<file path="src/inc/tw_defines.svh">
// Purpose: Named constants of the two-wire slave receiver
// Assumes: Included by bare name after the package
// Notes:   Offsets are register indices on the plain port
`ifndef TW_DEFINES_SVH
`define TW_DEFINES_SVH

// ----------------------------------------------------------
// Register indices
// ----------------------------------------------------------
`define TW_REG_CONTROL 2'h0
`define TW_REG_STATUS  2'h1
`define TW_REG_DATA    2'h2
`define TW_REG_ADDRESS 2'h3

// ----------------------------------------------------------
// Control register bit positions
// ----------------------------------------------------------
`define TW_CB_FLAG   7
`define TW_CB_ACK    6
`define TW_CB_START  5
`define TW_CB_STOP   4
`define TW_CB_WCOL   3
`define TW_CB_ENABLE 2
`define TW_CB_IRQEN  0

// ----------------------------------------------------------
// Status codes, prescaler bits zero
// ----------------------------------------------------------
`define TW_ST_OWN_ADDR    8'h60
`define TW_ST_ARB_OWN     8'h68
`define TW_ST_GEN_ADDR    8'h70
`define TW_ST_ARB_GEN     8'h78
`define TW_ST_OWN_ACK     8'h80
`define TW_ST_OWN_NACK    8'h88
`define TW_ST_GEN_ACK     8'h90
`define TW_ST_GEN_NACK    8'h98
`define TW_ST_STOP_RESTRT 8'hA0
`define TW_ST_IDLE        8'hF8

// ----------------------------------------------------------
// Field layout and reset values
// ----------------------------------------------------------
`define TW_GEN_CALL_ADDR 7'h00
`define TW_BYTE_BITS     4'h8
`define TW_RESET_BYTE    8'h00
`define TW_PRESC_MSB     1
`endif

</file>
<file path="src/inc/tw_pkg.sv">
// Purpose: Types shared by the two-wire slave receiver files
// Assumes: Nothing
// Notes:   States are one-hot
package tw_pkg;
  typedef enum logic [6:0] {
    S_IDLE = 7'b0000001,
    S_ADDR = 7'b0000010,
    S_ACKA = 7'b0000100,
    S_DATA = 7'b0001000,
    S_ACKD = 7'b0010000,
    S_WAIT = 7'b0100000,
    S_SKIP = 7'b1000000
  } rx_state_t;
endpackage : tw_pkg

</file>
<file path="src/inc/tw_link_if.sv">
// Purpose: Carries sampled bus events between the receiver modules
// Assumes: All signals on the system clock
// Notes:   Events are one-cycle pulses
`timescale 1ns/1ps
`default_nettype none
interface tw_link_if;
  logic       sclRise;
  logic       sclFall;
  logic       startSeen;
  logic       stopSeen;
  logic       sdaLevel;
  logic       byteDone;
  logic       ninthDone;
  logic [7:0] shiftByte;
  modport sampler (output sclRise, sclFall, startSeen, stopSeen,
                   sdaLevel);
  modport shifter (input sclRise, startSeen, stopSeen, sdaLevel,
                   output byteDone, ninthDone, shiftByte);
  modport core    (input sclRise, sclFall, startSeen, stopSeen,
                   byteDone, ninthDone, shiftByte);
endinterface : tw_link_if
`default_nettype wire

</file>
<file path="src/design/line_sampler.sv">
// Purpose: Synchronises SCL and SDA and finds edges and conditions
// Assumes: Bus clock far slower than the system clock
// Notes:   Second stage alone feeds the edge logic
`timescale 1ns/1ps
`default_nettype none
module line_sampler (
  input  wire logic clock,
  input  wire logic rst,
  input  wire logic sclIn,
  input  wire logic sdaIn,
  tw_link_if.sampler link
);
  logic [1:0] sclSync;
  logic [1:0] sdaSync;
  logic       sclLast;
  logic       sdaLast;

  // Two-stage synchronisers, then one history stage
  always_ff @(posedge clock) begin
    if (rst) begin
      sclSync <= 2'h3;
      sdaSync <= 2'h3;
      sclLast <= 1'b1;
      sdaLast <= 1'b1;
    end else begin
      sclSync <= {sclSync[0], sclIn};
      sdaSync <= {sdaSync[0], sdaIn};
      sclLast <= sclSync[1];
      sdaLast <= sdaSync[1];
    end
  end

  // Edges, and SDA moving while SCL stays high
  assign link.sclRise   = sclSync[1] & ~sclLast;
  assign link.sclFall   = ~sclSync[1] & sclLast;
  assign link.startSeen = sclSync[1] & sclLast & sdaLast & ~sdaSync[1];
  assign link.stopSeen  = sclSync[1] & sclLast & ~sdaLast & sdaSync[1];
  assign link.sdaLevel  = sdaSync[1];
endmodule : line_sampler
`default_nettype wire

</file>
<file path="src/design/byte_shifter.sv">
// Purpose: Gathers eight bits MSB first and counts the ninth clock
// Assumes: Edge pulses from the line sampler
// Notes:   Any start or stop restarts the count
`timescale 1ns/1ps
`default_nettype none
`include "tw_defines.svh"
module byte_shifter (
  input  wire logic clock,
  input  wire logic rst,
  tw_link_if.shifter link
);
  logic [3:0] bitCount;
  logic [7:0] shiftReg;
  logic       lastData;
  logic       lastAck;

  assign lastData       = bitCount == `TW_BYTE_BITS - 4'h1;
  assign lastAck        = bitCount == `TW_BYTE_BITS;
  assign link.byteDone  = link.sclRise & lastData;
  assign link.ninthDone = link.sclRise & lastAck;
  // Byte as it stands at the eighth rise, last bit taken live
  assign link.shiftByte = {shiftReg[6:0], link.sdaLevel};

  // Sample on SCL rise; the acknowledge bit is not shifted
  always_ff @(posedge clock) begin
    if (rst || link.startSeen || link.stopSeen) begin
      bitCount <= 4'h0;
    end else if (link.sclRise) begin
      bitCount <= lastAck ? 4'h0 : bitCount + 4'h1;
    end
  end

  // Data bits enter at the bottom
  always_ff @(posedge clock) begin
    if (rst) begin
      shiftReg <= `TW_RESET_BYTE;
    end else if (link.sclRise && !lastAck) begin
      shiftReg <= {shiftReg[6:0], link.sdaLevel};
    end
  end
endmodule : byte_shifter
`default_nettype wire

</file>
<file path="src/design/two_wire_slave_receiver.sv">
// Purpose: Slave receiver path of a byte-oriented two-wire interface
// Assumes: Registers on a plain port, read data one cycle later
// Notes:   Slave transmitter and master modes are not built here
//
// Notes on behaviour
// - Answer only when address bits 7:1 match own address bits 7:1.
// - Own address bit 0 set answers general call 0x00, else ignored.
// - Address acknowledged only while acknowledge enable is one.
// - Write bit 0 enters receiving; read bit leaves it to transmitter.
// - Own address with write bit sets the flag with a valid code.
// - Addressed after lost arbitration reports 0x68 or 0x78.
// - Acknowledge enable cleared mid-transfer refuses the next byte.
// - With acknowledge enable zero keep watching, resume when set.
// - Deep sleep: still match address on bus clock and wake part; matched on the system clock here.
// - After wake-up hold SCL low until the flag is cleared.
// - Data register need not hold the last byte after deep sleep.
// - Own address write acknowledged reports 0x60.
// - General call acknowledged reports 0x70.
// - Clearing flag after address receives next byte, ack per enable.
// - Own data byte acknowledged reports 0x80; software reads, clears.
// - After 0x88, clearing flag leaves the device not addressed.
// - General call data reports 0x90 acknowledged, 0x98 refused.
// - Stop or repeated start while addressed reports 0xA0.
`timescale 1ns/1ps
`default_nettype none
`include "tw_defines.svh"
module two_wire_slave_receiver (
  input  wire logic       clock,
  input  wire logic       rst,
  input  wire logic [1:0] regAddr,
  input  wire logic [7:0] regWdata,
  input  wire logic       regWrite,
  input  wire logic       regRead,
  output var  logic [7:0] regRdata,
  input  wire logic       arbLost,
  input  wire logic       deepSleep,
  output var  logic       wakeReq,
  output var  logic       irqFlag,
  input  wire logic       sclIn,
  output var  logic       sclOut,
  output var  logic       sclOe,
  input  wire logic       sdaIn,
  output var  logic       sdaOut,
  output var  logic       sdaOe
);
  import tw_pkg::*;

  // ----------------------------------------------------------
  // Declarations
  // ----------------------------------------------------------
  tw_link_if link ();
  rx_state_t  state;
  rx_state_t  next_state;
  logic [7:0] ownAddress;
  logic [7:0] dataReg;
  logic [7:0] statusCode;
  logic [1:0] prescale;
  logic       ackEnable;
  logic       startReq;
  logic       stopReq;
  logic       writeCollision;
  logic       ifaceEnable;
  logic       irqEnable;
  logic       isGeneral;
  logic       ackPlan;
  logic       ninthSeen;
  logic       gotoIdle;

  // ----------------------------------------------------------
  // Sub-blocks
  // ----------------------------------------------------------
  line_sampler sampler (
    .clock (clock),
    .rst   (rst),
    .sclIn (sclIn),
    .sdaIn (sdaIn),
    .link  (link.sampler)
  );

  byte_shifter shifter (
    .clock (clock),
    .rst   (rst),
    .link  (link.shifter)
  );

  // ----------------------------------------------------------
  // Register decode
  // ----------------------------------------------------------
  // Write strobes per register
  wire ctrlWrite = regWrite && regAddr == `TW_REG_CONTROL;
  wire statWrite = regWrite && regAddr == `TW_REG_STATUS;
  wire dataWrite = regWrite && regAddr == `TW_REG_DATA;
  wire addrWrite = regWrite && regAddr == `TW_REG_ADDRESS;
  // Writing one to the flag bit clears it
  wire flagClear = ctrlWrite && regWdata[`TW_CB_FLAG];

  // Control register as read back
  wire [7:0] ctrlView = {irqFlag, ackEnable, startReq, stopReq,
                         writeCollision, ifaceEnable, 1'b0, irqEnable};
  // Status reads code with the prescaler in the low bits
  wire [7:0] statView = {statusCode[7:2], prescale};

  // Read selection
  wire [7:0] readMux =
    regAddr == `TW_REG_CONTROL ? ctrlView :
    regAddr == `TW_REG_STATUS  ? statView :
    regAddr == `TW_REG_DATA    ? dataReg  : ownAddress;

  // ----------------------------------------------------------
  // Address recognition
  // ----------------------------------------------------------
  // own address match
  wire ownMatch = link.shiftByte[7:1] == ownAddress[7:1];
  wire genMatch = link.shiftByte[7:1] == `TW_GEN_CALL_ADDR
                  && ownAddress[0];
  wire addrHit  = ackEnable && !link.shiftByte[0]
                  && (ownMatch || genMatch);
  // General call only when own address does not match too
  wire hitGen   = genMatch && !ownMatch;

  wire [7:0] addrCode =
    arbLost ? (hitGen ? `TW_ST_ARB_GEN  : `TW_ST_ARB_OWN)
            : (hitGen ? `TW_ST_GEN_ADDR : `TW_ST_OWN_ADDR);

  // data codes by address kind and answer
  wire [7:0] dataCode =
    isGeneral ? (ackPlan ? `TW_ST_GEN_ACK : `TW_ST_GEN_NACK)
              : (ackPlan ? `TW_ST_OWN_ACK : `TW_ST_OWN_NACK);

  // ----------------------------------------------------------
  // Bus events
  // ----------------------------------------------------------
  wire inAck     = state == S_ACKA || state == S_ACKD;
  wire addressed = inAck || state == S_DATA;
  // Ninth clock has ended: flag the byte
  wire ackEnd    = inAck && link.sclFall && ninthSeen;
  wire condEvent = addressed && (link.startSeen || link.stopSeen);
  // Hardware raises the flag on these
  wire postEvent = ackEnd || condEvent;
  wire [7:0] postCode = condEvent ? `TW_ST_STOP_RESTRT :
                        state == S_ACKA ? statusCode : dataCode;

  // ----------------------------------------------------------
  // Receive state machine
  // ----------------------------------------------------------
  // Next state
  always_comb begin
    next_state = state;
    case (state)
      S_IDLE: begin
        if (link.startSeen) begin
          next_state = S_ADDR;
        end
      end
      S_ADDR: begin
        if (link.byteDone) begin
          next_state = addrHit ? S_ACKA : S_SKIP;
        end
      end
      S_ACKA, S_ACKD: begin
        if (ackEnd) begin
          next_state = S_WAIT;
        end
      end
      S_DATA: begin
        if (link.byteDone) begin
          next_state = S_ACKD;
        end
      end
      S_WAIT: begin
        if (flagClear) begin
          next_state = gotoIdle ? S_IDLE : S_DATA;
        end
      end
      S_SKIP: begin
        next_state = S_SKIP;
      end
      default: begin
        next_state = S_IDLE;
      end
    endcase
    if (state != S_WAIT) begin
      if (link.stopSeen) begin
        next_state = S_IDLE;
      end else if (link.startSeen) begin
        next_state = S_ADDR;
      end
    end
    if (!ifaceEnable) begin
      next_state = S_IDLE;
    end
  end

  // State register
  always_ff @(posedge clock) begin
    if (rst) begin
      state <= S_IDLE;
    end else begin
      state <= next_state;
    end
  end

  // ----------------------------------------------------------
  // Transfer bookkeeping
  // ----------------------------------------------------------
  // Kind of address and planned answer of the byte
  always_ff @(posedge clock) begin
    if (rst) begin
      isGeneral <= 1'b0;
      ackPlan   <= 1'b0;
      gotoIdle  <= 1'b0;
    end else if (state == S_ADDR && link.byteDone) begin
      isGeneral <= hitGen;
      ackPlan   <= 1'b1;
      gotoIdle  <= 1'b0;
    end else if (state == S_DATA && link.byteDone) begin
      ackPlan   <= ackEnable;
      gotoIdle  <= !ackEnable;
    end
  end

  // Ninth clock seen inside an acknowledge slot
  always_ff @(posedge clock) begin
    if (rst || !inAck) begin
      ninthSeen <= 1'b0;
    end else if (link.ninthDone) begin
      ninthSeen <= 1'b1;
    end
  end

  // ----------------------------------------------------------
  // Pin drivers
  // ----------------------------------------------------------
  // Low-drive levels; the enables decide the wire
  always_ff @(posedge clock) begin
    if (rst) begin
      sclOut <= 1'b0;
      sdaOut <= 1'b0;
    end else begin
      sclOut <= 1'b0;
      sdaOut <= 1'b0;
    end
  end

  // SDA low through the ninth clock when acknowledging
  always_ff @(posedge clock) begin
    if (rst || !inAck || ackEnd) begin
      sdaOe <= 1'b0;
    end else if (link.sclFall && !ninthSeen) begin
      sdaOe <= ackPlan;
    end
  end

  always_ff @(posedge clock) begin
    if (rst) begin
      sclOe <= 1'b0;
    end else if (ackEnd) begin
      sclOe <= 1'b1;
    end else if (flagClear || state != S_WAIT) begin
      sclOe <= 1'b0;
    end
  end

  // ----------------------------------------------------------
  // Flag, status and wake
  // ----------------------------------------------------------
  // set wins over a clear in the same cycle
  always_ff @(posedge clock) begin
    if (rst) begin
      irqFlag <= 1'b0;
    end else begin
      irqFlag <= postEvent || (irqFlag && !flagClear);
    end
  end

  // Code latched at address end, then at each event
  always_ff @(posedge clock) begin
    if (rst) begin
      statusCode <= `TW_ST_IDLE;
    end else if (state == S_ADDR && link.byteDone && addrHit) begin
      statusCode <= addrCode;
    end else if (postEvent) begin
      statusCode <= postCode;
    end else if (flagClear && (gotoIdle || state != S_WAIT)) begin
      statusCode <= `TW_ST_IDLE;
    end
  end

  // match in deep sleep wakes the part
  always_ff @(posedge clock) begin
    if (rst) begin
      wakeReq <= 1'b0;
    end else if (ackEnd && state == S_ACKA && deepSleep) begin
      wakeReq <= 1'b1;
    end else if (flagClear) begin
      wakeReq <= 1'b0;
    end
  end

  // ----------------------------------------------------------
  // Software registers
  // ----------------------------------------------------------
  // control written by software
  always_ff @(posedge clock) begin
    if (rst) begin
      ackEnable   <= 1'b0;
      startReq    <= 1'b0;
      stopReq     <= 1'b0;
      ifaceEnable <= 1'b0;
      irqEnable   <= 1'b0;
    end else if (ctrlWrite) begin
      ackEnable   <= regWdata[`TW_CB_ACK];
      startReq    <= regWdata[`TW_CB_START];
      stopReq     <= regWdata[`TW_CB_STOP];
      ifaceEnable <= regWdata[`TW_CB_ENABLE];
      irqEnable   <= regWdata[`TW_CB_IRQEN];
    end
  end

  // Data write while the flag is low is a collision
  always_ff @(posedge clock) begin
    if (rst) begin
      writeCollision <= 1'b0;
    end else if (dataWrite) begin
      writeCollision <= !irqFlag;
    end
  end

  // Own address and prescaler bits
  always_ff @(posedge clock) begin
    if (rst) begin
      ownAddress <= `TW_RESET_BYTE;
      prescale   <= 2'h0;
    end else begin
      if (addrWrite) begin
        ownAddress <= regWdata;
      end
      if (statWrite) begin
        prescale <= regWdata[`TW_PRESC_MSB:0];
      end
    end
  end

  // received byte skipped in deep sleep
  always_ff @(posedge clock) begin
    if (rst) begin
      dataReg <= `TW_RESET_BYTE;
    end else if (state == S_DATA && link.byteDone && !deepSleep) begin
      dataReg <= link.shiftByte;
    end else if (dataWrite && irqFlag) begin
      dataReg <= regWdata;
    end
  end

  // Read data one cycle after the strobe
  always_ff @(posedge clock) begin
    if (rst) begin
      regRdata <= `TW_RESET_BYTE;
    end else if (regRead) begin
      regRdata <= readMux;
    end else begin
      regRdata <= `TW_RESET_BYTE;
    end
  end
endmodule : two_wire_slave_receiver
`default_nettype wire

</file>
<file path="config.mk">
export PLATFORM = sky130hd
export DESIGN_NAME = two_wire_slave_receiver
export DESIGN_NICKNAME = d
export VERILOG_FILES = /design/src/inc/tw_pkg.sv /design/src/inc/tw_link_if.sv /design/src/design/line_sampler.sv /design/src/design/byte_shifter.sv /design/src/design/two_wire_slave_receiver.sv
export VERILOG_INCLUDE_DIRS = /design/src /design/src/inc
export SDC_FILE = /design/constraint.sdc
export NUM_CORES = 1
export LEC_CHECK = 0
export ABC_AREA = 1
export BUFFER_PORTS_ARGS = -buffer_cell sky130_fd_sc_hd__buf_2
export CORE_MARGIN = 1.5
export CORE_UTILIZATION = 59
export CTS_CLUSTER_DIAMETER = 150
export DETAILED_ROUTE_END_ITERATION = 12
export PLACE_DENSITY = 0.79
export SLEW_MARGIN = 20
export SYNTH_ARGS = -nofsm -noshare
export SYNTH_HDL_FRONTEND = slang
export SYNTH_SLANG_ARGS = --single-unit
</file>
<file path="constraint.sdc">
create_clock -name clock -period 2.3 [get_ports clock]
set_clock_uncertainty 0.2 [all_clocks]
set_input_delay 0.115 -clock clock [delete_from_list [all_inputs] [get_ports clock]]
set_output_delay 0.115 -clock clock [all_outputs]
set_load 0.005 [all_outputs]
</file>
## Word-level counts from Yosys, hierarchy flattened

Cells that the tools add are included.

| cells by class | value |
|---|---|
| add/subtract/negate cells | 1 |
| equal/unequal tests | 15 |
| mux-type cells | 34 |
| bitwise logic cells | 15 |
| reductions and logical operators | 57 |

Operators by type and width:

| operator | number |
|---|---|
| 2-to-1 mux 8 bit | 10 |
| 2-to-1 mux 7 bit | 9 |
| case mux 7 bit (6 select lines) | 1 |
| logical AND 1 bit | 23 |
| 2-to-1 mux 5 bit | 4 |
| 2-to-1 mux 4 bit | 4 |
| logical OR 1 bit | 12 |
| AND 1 bit | 9 |
| logical NOT 1 bit | 9 |
| nonzero test 2 bit | 4 |
| OR reduction 2 bit | 4 |
| equality test 7 x 1 -> 1 bit, second input constant | 1 |
| equality test 7 x 2 -> 1 bit, second input constant | 1 |
| equality test 7 x 3 -> 1 bit, second input constant | 1 |
| equality test 7 x 4 -> 1 bit, second input constant | 1 |
| equality test 7 x 5 -> 1 bit, second input constant | 1 |
| equality test 7 x 6 -> 1 bit, second input constant | 1 |
| equality test 7 bit | 1 |
| equality test 7 bit, second input constant | 1 |
| logical NOT 7 bit | 1 |
| != test 7 x 6 -> 1 bit, second input constant | 1 |
| 2-to-1 mux 1 bit | 6 |
| NOT 1 bit | 6 |
| adder 4 x 1 -> 4 bit, second input constant | 1 |
| other kinds (9) | 10 |

| storage, ports and cells | value |
|---|---|
| bits in registers | 72 |
| bits of input ports | 18 |
| output and inout port bits | 14 |
| word-level logic and storage cells | 149 |

## Logic depth before layout (Yosys ltp)

Gate-level depths: netlist of the first run.

| depth | value |
|---|---|
| depth in word-level cells | 10 |
| mapped depth | 12 |
| gate-level depth less buffers | 12 |

## Modules after synthesis

A second synthesis of the first run with hierarchy kept.

| second synthesis, totals | value |
|---|---|
| cell total of the unflattened synthesis | 470 |
| area total of the unflattened synthesis | 3639.7 um^2 |

By module, submodules not included:

| module | times used | cells each | area an instance (um^2) | sequential area each (um^2) |
|---|---|---|---|---|
| two_wire_slave_receiver | 1 | 368 | 2882.8 | 1041.0 |
| byte_shifter | 1 | 78 | 559.3 | 220.2 |
| line_sampler | 1 | 24 | 197.7 | 120.1 |

## Least setup slack after synthesis of the first run

Ideal clock, no wire load.

| path | value |
|---|---|
| path type | flip-flop to flip-flop |
| start point | register shifter.bitCount[0] |
| end point | register statusCode[7] |
| library setup time | 0.132 ns |
| arrival | 1.333 ns |
| data required time | 1.968 ns |
| setup slack | 0.635 ns |
| stages on the path, launching flop included | 9 |
| path buffers | 0 |
| clock period less this slack | 1.665 ns |
| cell sequence | dfxtp_1 ha_1 nand4_4 nor2_4 nand3_2 nand3_4 nand2_4 nand2_1 nand3_1 |

| between the ends | value |
|---|---|
| longest elaborated chain between the ends | 6 |
| elaborated cells between the ends (all ways) | 8 |
| those cells by class | eq/ne: 2; mux: 1; bitwise: 1; reduce/logical: 4 |

Ends and longest elaborated chain:

| what | line | RTL |
|---|---|---|
| start: declaration | byte_shifter.sv:12 | `logic [3:0] bitCount;` |
| start signal: assignment | byte_shifter.sv:29 | `bitCount <= lastAck ? 4'h0 : bitCount + 4'h1;` |
| equality test 4 x 3 -> 1 bit (*) | byte_shifter.sv:17 | `` assign lastData = bitCount == `TW_BYTE_BITS - 4'h1; `` |
| AND 1 bit (*) | byte_shifter.sv:19 | `assign link.byteDone = link.sclRise & lastData;` |
| logical AND 1 bit (*) (2 in series) | two_wire_slave_receiver.sv:280 | `end else if (state == S_ADDR && link.byteDone && addrHit) begin` |
| != test 4 bit (no line) / nonzero test 3 bit (equally long branches) | n/a |  |
| AND reduction 2 bit (no line) | n/a |  |
| end signal: assignment | two_wire_slave_receiver.sv:279 | `` statusCode <= `TW_ST_IDLE; `` |
| end signal: assignment | two_wire_slave_receiver.sv:281 | `statusCode <= addrCode;` |
| end signal: assignment | two_wire_slave_receiver.sv:283 | `statusCode <= postCode;` |
| end: declaration | two_wire_slave_receiver.sv:56 | `logic [7:0] statusCode;` |

Mark *: on every way between the ends. The rest lies on a longest branch, timed or not.
A chain may end at the register's enable or synchronous reset.

## Final worst setup path of the first run

| path | value |
|---|---|
| start point | register state[6] |
| end point | register statusCode[4] |

| between the ends | value |
|---|---|
| longest elaborated chain between the ends | 7 |
| elaborated cells between the ends (all ways) | 21 |
| those cells by class | eq/ne: 6; mux: 3; reduce/logical: 12 |

Ends and longest elaborated chain:

| what | line | RTL |
|---|---|---|
| start: declaration | two_wire_slave_receiver.sv:52 | `rx_state_t state;` |
| start signal: assignment | two_wire_slave_receiver.sv:199 | `state <= next_state;` |
| equality test 7 x 3 -> 1 bit / equality test 7 x 5 -> 1 bit (equally long branches) | two_wire_slave_receiver.sv:133, two_wire_slave_receiver.sv:141 |  |
| logical OR 1 bit | two_wire_slave_receiver.sv:133 | `wire inAck = state == S_ACKA \|\| state == S_ACKD;` |
| logical AND 1 bit / logical OR 1 bit (equally long branches) | two_wire_slave_receiver.sv:136, two_wire_slave_receiver.sv:134 |  |
| logical AND 1 bit (on tied branches) | two_wire_slave_receiver.sv:136, two_wire_slave_receiver.sv:137 |  |
| logical OR 1 bit / 2-to-1 mux 8 bit (equally long branches) | two_wire_slave_receiver.sv:139, two_wire_slave_receiver.sv:140 |  |
| != test 4 bit (no line) (tied with other cells) | n/a |  |
| AND reduction 2 bit (no line) / 2-to-1 mux 8 bit (equally long branches) | n/a |  |

Parallel ways exist; a longest one is shown, timed or not.

==> reports/results.ini, run 1 <==
[run_status]
status=completed

[cells_and_area]
diodes=0
fillers=477
syn_to_final_growth_pct=16.6
layout.nets=509
drive_gt1_frac=0.188

[synth]
synth_warnings=0
synth_edf_count=0
synth_cell_types=43
synth_area_leaders=dfxtp_1 41%, nand2_1 9.2%, inv_1 6.7%
yosysSeqAreaShare=0.413
async_flop_share=0
yosysTopAreaCell=dfxtp_1
syn_avg_cell_area_um2=7.60
syn_inst=440
ys.flop_type=dfxtp_1
synth.top_cell.area_share=0.413
synth_area_mm2=0.00334
ys_ff_latch=69
synth_most_common_cell=nand2_1
netlist_top_cells_count=82 x nand2_1, 69 x dfxtp_1, 60 x inv_1

[clock_tree]
clockRootBuffer=clkbuf_8
post-cts-setup-buffers=0
cts.htree.levels=3
cts_sinks=69
cts_buffer_depth=2
cts_tree=built
cts.clk_slew.worst_paths_ns=0.08
clk_latency_ns=0.35
cts_buffers=9

[sta]
worst_slew_pin_slew_ns=0.661
fin_tns_setup_ns=0
finalHoldViolCount=0
slew_violations=0
fmax_mhz=509
slew_headroom=0.555
rsz0062_at_grt=false
finalSetupViolCount=0
finalCritPeriodShare=0.855
finalCriticalPeriod_ns=1.97

[worst_setup_path]
crit_arrival_ns=1.99
critPathMaxFanout=7
path_buf_inv=1
end_kind=flop
cp_slowest_stage_delay_ns=0.32
crit_slowest_cell=dfxtp_1
critPathLaunchType=flop
path_common_cell=nand2_1
critical_path.top_delay_family=simple AND/OR/NAND/NOR gates
crit_type=flop to flop
crit_chain=inv_1 -> nand2_1 -> nor2_2 -> nand4_1 -> nor2_4 -> nand3_2 -> nand3_4 -> nand2_4 -> nand2_1 -> nand3_1
critPathRequiredTime_ns=2.33

[power_and_ir_drop]
p_leak_nw=1.74
cell_internal_pwr_mw=1.87
p_total_mw=2.48
power.density_mw_per_mm2=636
switchingPower_mw=0.610
share_comb_of_total_power=0.087
p_sw_frac=0.246
power.share.clock=0.411
ir_drop_uv=421
seqPwrFrac=0.502

[floorplan]
die_w_um=78.3
coreArea_mm2=0.00547
rows=27
fp.dieH_um=78.3
dieArea_mm2=0.00613
start_util=0.611
ios=32

[flow_run]
drv_cap=0

[routing]
routed_wl_um=7790
ant_nets=0
firstDrtPassIters=5
drc=0
drtIter0Drc=308
vias_per_cell=5.42
vias=3067
post_drt_wl_per_cell_um=13.8

[global_route]
grt_pass1_wl_um=13100
grt_max_degree=40
grt_pass1_vias=2795
grt_util_all_layers=0.279
antenna_found_initial=0
grt_overflow_total=0

[placed_design]
dp_hpwl_um=5580
gp_congestion=0.957
portBuffers=29

[min_path]
hp-class=input pin to flop

registers in the layout, indices dropped and copies added, names as in the netlist, 2 cells and up:
register	count
state	7
ownAddress	8
statusCode	5
regRdata	8
dataReg	8
shifter.shiftReg	7
shifter.bitCount	4
prescale	2
sampler.sdaSync	2
sampler.sclSync	2
worst reg2reg max path, cell delays in order (launching register included):
cell     delay, ns
dfxtp_1       0.32
inv_1         0.08
nand2_1       0.08
nor2_2        0.17
nand4_1       0.22
nor2_4        0.23
nand3_2       0.19
nand3_4       0.15
nand2_4       0.07
nand2_1       0.07
nand3_1       0.06
through the flow:
| step | cell area, um2 | hold WS (ns) | util | worst slack [ns] | instances |
|---|---|---|---|---|---|
| after floorplan | 3350 | 0.0188 | - | 0.635 | 441 |
| after global placement | 3530 | 0.0961 | 0.644 | 0.371 | 533 |
| after detailed placement | 3530 | 0.101 | 0.644 | 0.351 | 533 |
| after CTS | 3900 | 0.0216 | 0.713 | 0.330 | 566 |
| after global routing | 3900 | 0.0677 | 0.713 | 0.109 | 566 |
| final | 3900 | 0.0270 | 0.713 | 0.334 | 566 |
per-layer routing:
metal,up-vias,track usage,wire length (um)
li1,1543,-,-
met1,1393,0.390,3690
met2,112,0.415,3410
met3,19,0.0488,478
met4,0,0.138,214
met5,-,0,0
final timing paths:
| kind | end | cells past startpoint | start | slack (ns) |
|---|---|---|---|---|
| max | statusCode[4] | 10 | state[6] | 0.33 |
| max reg2reg | statusCode[4] | 10 | state[6] | 0.33 |
| min reg2reg | sampler.sdaSync[1] | 1 | sampler.sdaSync[0] | 0.21 |
| min | regRdata[3] | 3 | regAddr[0] | 0.03 |
power groups by stage:
stage / combinational (mW) / clock [mW] / sequential [mW]
finish: 0.217 / 1.02 / 1.25
detailed placement: 0.190 / 0 / 1.27
floorplan: 0.131 / 0 / 1.27
CTS: 0.213 / 1.03 / 1.25
global route: 0.243 / 1.06 / 1.25
global placement: 0.187 / 0 / 1.27
final cells by class:
class	instances	area [um2]	share of cell area
clock buffer	13	159	0.0407
tap	72	90.1	0.0231
multi-input combinational	294	1640	0.420
timing repair buffer	49	338	0.0866
clock inverter	3	43.8	0.0112
sequential	69	1380	0.354
inverter	66	250	0.0642
placed cells by master, fill, tap and decap left out, drive strengths merged:
master       count
xnor2            1
o221ai           3
o41ai            1
nand4            9
ha               2
o32ai            2
nor3             2
inv             66
a21oi           41
o21bai           1
conb             2
xor2             1
a211oi           4
o21ai           43
nor4             1
mux2             7
or2              6
nor2            46
clkinv           2
dfxtp           69
a31oi            1
clkbuf          13
dlygate4sd3     17
nand3           30
o311ai           1
o211ai           3
nand2           87
buf             32
bufinv           1
repair_timing:
action | CTS | global route
setup endpoints to repair | 0 | 0
hold buffers | 17 | 0
gates resized for setup | 0 | 0
endpoints found under the hold margin | 35 | 0
cells by family after synthesis:
| family | synth area share |
|---|---|
| compound gates | 0.177 |
| xor+xnor | 0.00524 |
| fa+ha+maj | 0.00748 |
| buf+inv | 0.0984 |
| flops | 0.413 |
| mux | 0.0314 |
| other cells | 0.00112 |
| simple gates | 0.266 |
Power figures use the tool's default switching activity.
==> run 2, diff against run 1 <==
--- a/config.mk
+++ b/config.mk
@@ -7,11 +7,13 @@
 export NUM_CORES = 1
 export LEC_CHECK = 0
 export ABC_AREA = 1
+export ABC_CLOCK_PERIOD_IN_PS = 2300
 export BUFFER_PORTS_ARGS = -buffer_cell sky130_fd_sc_hd__buf_2
-export CORE_MARGIN = 1.5
+export CORE_MARGIN = 3
 export CORE_UTILIZATION = 59
 export CTS_CLUSTER_DIAMETER = 150
 export DETAILED_ROUTE_END_ITERATION = 12
+export MAX_ROUTING_LAYER = met4
 export PLACE_DENSITY = 0.79
 export SLEW_MARGIN = 20
 export SYNTH_ARGS = -nofsm -noshare
==> run 2 against run 1 <==
Wire length rose by 1.2%. Clock-buffer cell count stayed put. Critical path type unchanged. Maximum frequency is 1.1% lower. Final area is 2.0% lower.
==> reports/results.ini, run 2 (synthesized netlist as in run 1, its figures left out) <==
[cells_and_area]
diodes=0  ; unchanged
final_common_cell=nand2_1
reg.largest.list=dataReg x8, ownAddress x8, regRdata x8
fillers=434  ; -9.0%
syn_to_final_growth_pct=14.3
layout.nets=506  ; -0.59%
drive_gt1_frac=0.186  ; -0.00254
final_cells=560  ; -1.1%
multi_input_area_mm2=0.00164  ; unchanged
final-seq-area_mm2=0.00138  ; unchanged
final_cell_mix=82 x nand2_1, 69 x dfxtp_1, 60 x inv_1

[floorplan]
rows=26  ; -3.7%
die_w_um=81.3  ; +3.8%
fp.dieH_um=81.3  ; +3.8%
dieArea_mm2=0.00661  ; +7.8%
coreArea_mm2=0.00530  ; -3.1%
start_util=0.631  ; +0.0196
ios=32  ; unchanged

[routing]
routed_wl_um=7890  ; +1.2%
drtIter0Drc=267  ; -13%
drc=0  ; unchanged
vias=3038  ; -0.95%
vias_per_cell=5.43  ; +0.12%
firstDrtPassIters=5  ; unchanged
ant_nets=0  ; unchanged
post_drt_wl_per_cell_um=14.1  ; +2.3%

[clock_tree]
clk_latency_ns=0.34  ; about the same
cts_buffers=9  ; unchanged
cts_sinks=69  ; unchanged
cts_buffer_depth=2  ; unchanged
cts.clk_slew.worst_paths_ns=0.07  ; about the same
post_cts_resized=0  ; unchanged
clockRootBuffer=clkbuf_8
cts_tree=built
cts.htree.levels=3  ; unchanged
post-cts-setup-buffers=0  ; unchanged

[placed_design]
placed_cells=531  ; -0.38%
portBuffers=29  ; unchanged
gp_congestion=0.988  ; +3.3%
dp_hpwl_um=5650  ; +1.2%

[worst_setup_path]
cp_slowest_stage_delay_ns=0.33  ; about the same
critPathLaunchType=flop
path_common_cell=nand2_1
crit_slowest_cell=dfxtp_1
crit_type=flop to flop
critPathMaxFanout=7  ; unchanged
end_kind=flop
crit_arrival_ns=2.00  ; about the same
crit_chain=inv_1 -> nand2_1 -> nor2_2 -> nand4_1 -> nor2_4 -> nand3_2 -> nand3_4 -> nand2_4 -> nand2_1 -> nand3_1
critPathRequiredTime_ns=2.31  ; -0.02 ns
path_buf_inv=1  ; unchanged
critical_path.top_delay_family=simple AND/OR/NAND/NOR gates

[sta]
slew_headroom=0.545  ; -0.00963
fin_tns_setup_ns=0  ; unchanged
slew_violations=0  ; unchanged
finalCriticalPeriod_ns=1.99  ; +0.0214 ns
finalSetupViolCount=0  ; unchanged
rsz0062_at_grt=false
fmax_mhz=503  ; -1.1%
finalHoldViolCount=0  ; unchanged
worst_slew_pin_slew_ns=0.675  ; +0.0143 ns
finalCritPeriodShare=0.864  ; +0.00929

[global_route]
grt_pass1_wl_um=12800  ; -2.6%
antenna_found_initial=0  ; unchanged
grt_pass1_vias=2716  ; -2.8%
grt_max_degree=40  ; unchanged
grt_util_all_layers=0.262  ; -0.0167
grt_overflow_total=0  ; unchanged

[min_path]
hp-class=input pin to flop

[power_and_ir_drop]
p_leak_nw=1.71  ; -1.7%
power.density_mw_per_mm2=603  ; -5.3%
ir_drop_uv=390  ; -7.3%

[flow_run]
drv_cap=0  ; unchanged

[run_status]
status=completed

==> run 2: final cells by class <==
class / count / area share
clock buffers: 13 / 0.0389
clock inverters: 2 / 0.00262
inverters: 66 / 0.0654
multi-input cells: 294 / 0.428
flip-flops and latches: 69 / 0.361
well taps: 70 / 0.0229
repair buffers: 46 / 0.0805
==> run 2: where the power goes <==
group	total [mW]	internal (mW)	leakage [nW]	switching, mW
logic	0.212	0.0811	1.06	0.131
registers	1.25	1.23	0.561	0.0201
clock network	0.846	0.413	0.0833	0.433
total	2.30	1.72	1.71	0.584
==> run 2: what timing repair did <==
item                                   in CTS  in global routing
hold buffers                               14                  0
endpoints found under the hold margin      32                  0
setup endpoints to repair                   0                  0
==> run 2: tightest hold or removal path, stage by stage <==
cell     delay, ns
buf_2         0.19
nor2_4        0.08
nand3_1       0.08
nand2_1       0.05
==> run 2: final timing paths <==
path,startpoint,to,slack (ns),cells after the start
hold reg to reg,sampler.sclSync[0],sampler.sclSync[1],0.21,1
setup reg to reg,state[5],statusCode[7],0.31,10
hold / removal,regAddr[0],regRdata[4],0.03,4
setup / recovery,state[5],statusCode[7],0.31,10
==> run 2: routing by layer <==
layer	part of all wire	vias to the layer above	GRT usage
met5	0	-	-
met4	0.018	0	0.103
met3	0.071	15	0.0654
met2	0.43	117	0.377
met1	0.48	1372	0.352
li1	-	1534	-
==> run 2: metrics by stage <==
stage	instance area, um2	power, mW	setup WS [ns]	util	hold slack, ns
floorplan	3350	1.40	0.635	-	0.0188
global placement	3520	1.46	0.394	0.665	0.0969
detailed placement	3520	1.46	0.386	0.665	0.0991
CTS	3820	2.31	0.363	0.721	0.0134
global route	3820	2.39	0.147	0.721	0.0304
finish	3820	2.30	0.313	0.721	0.0286
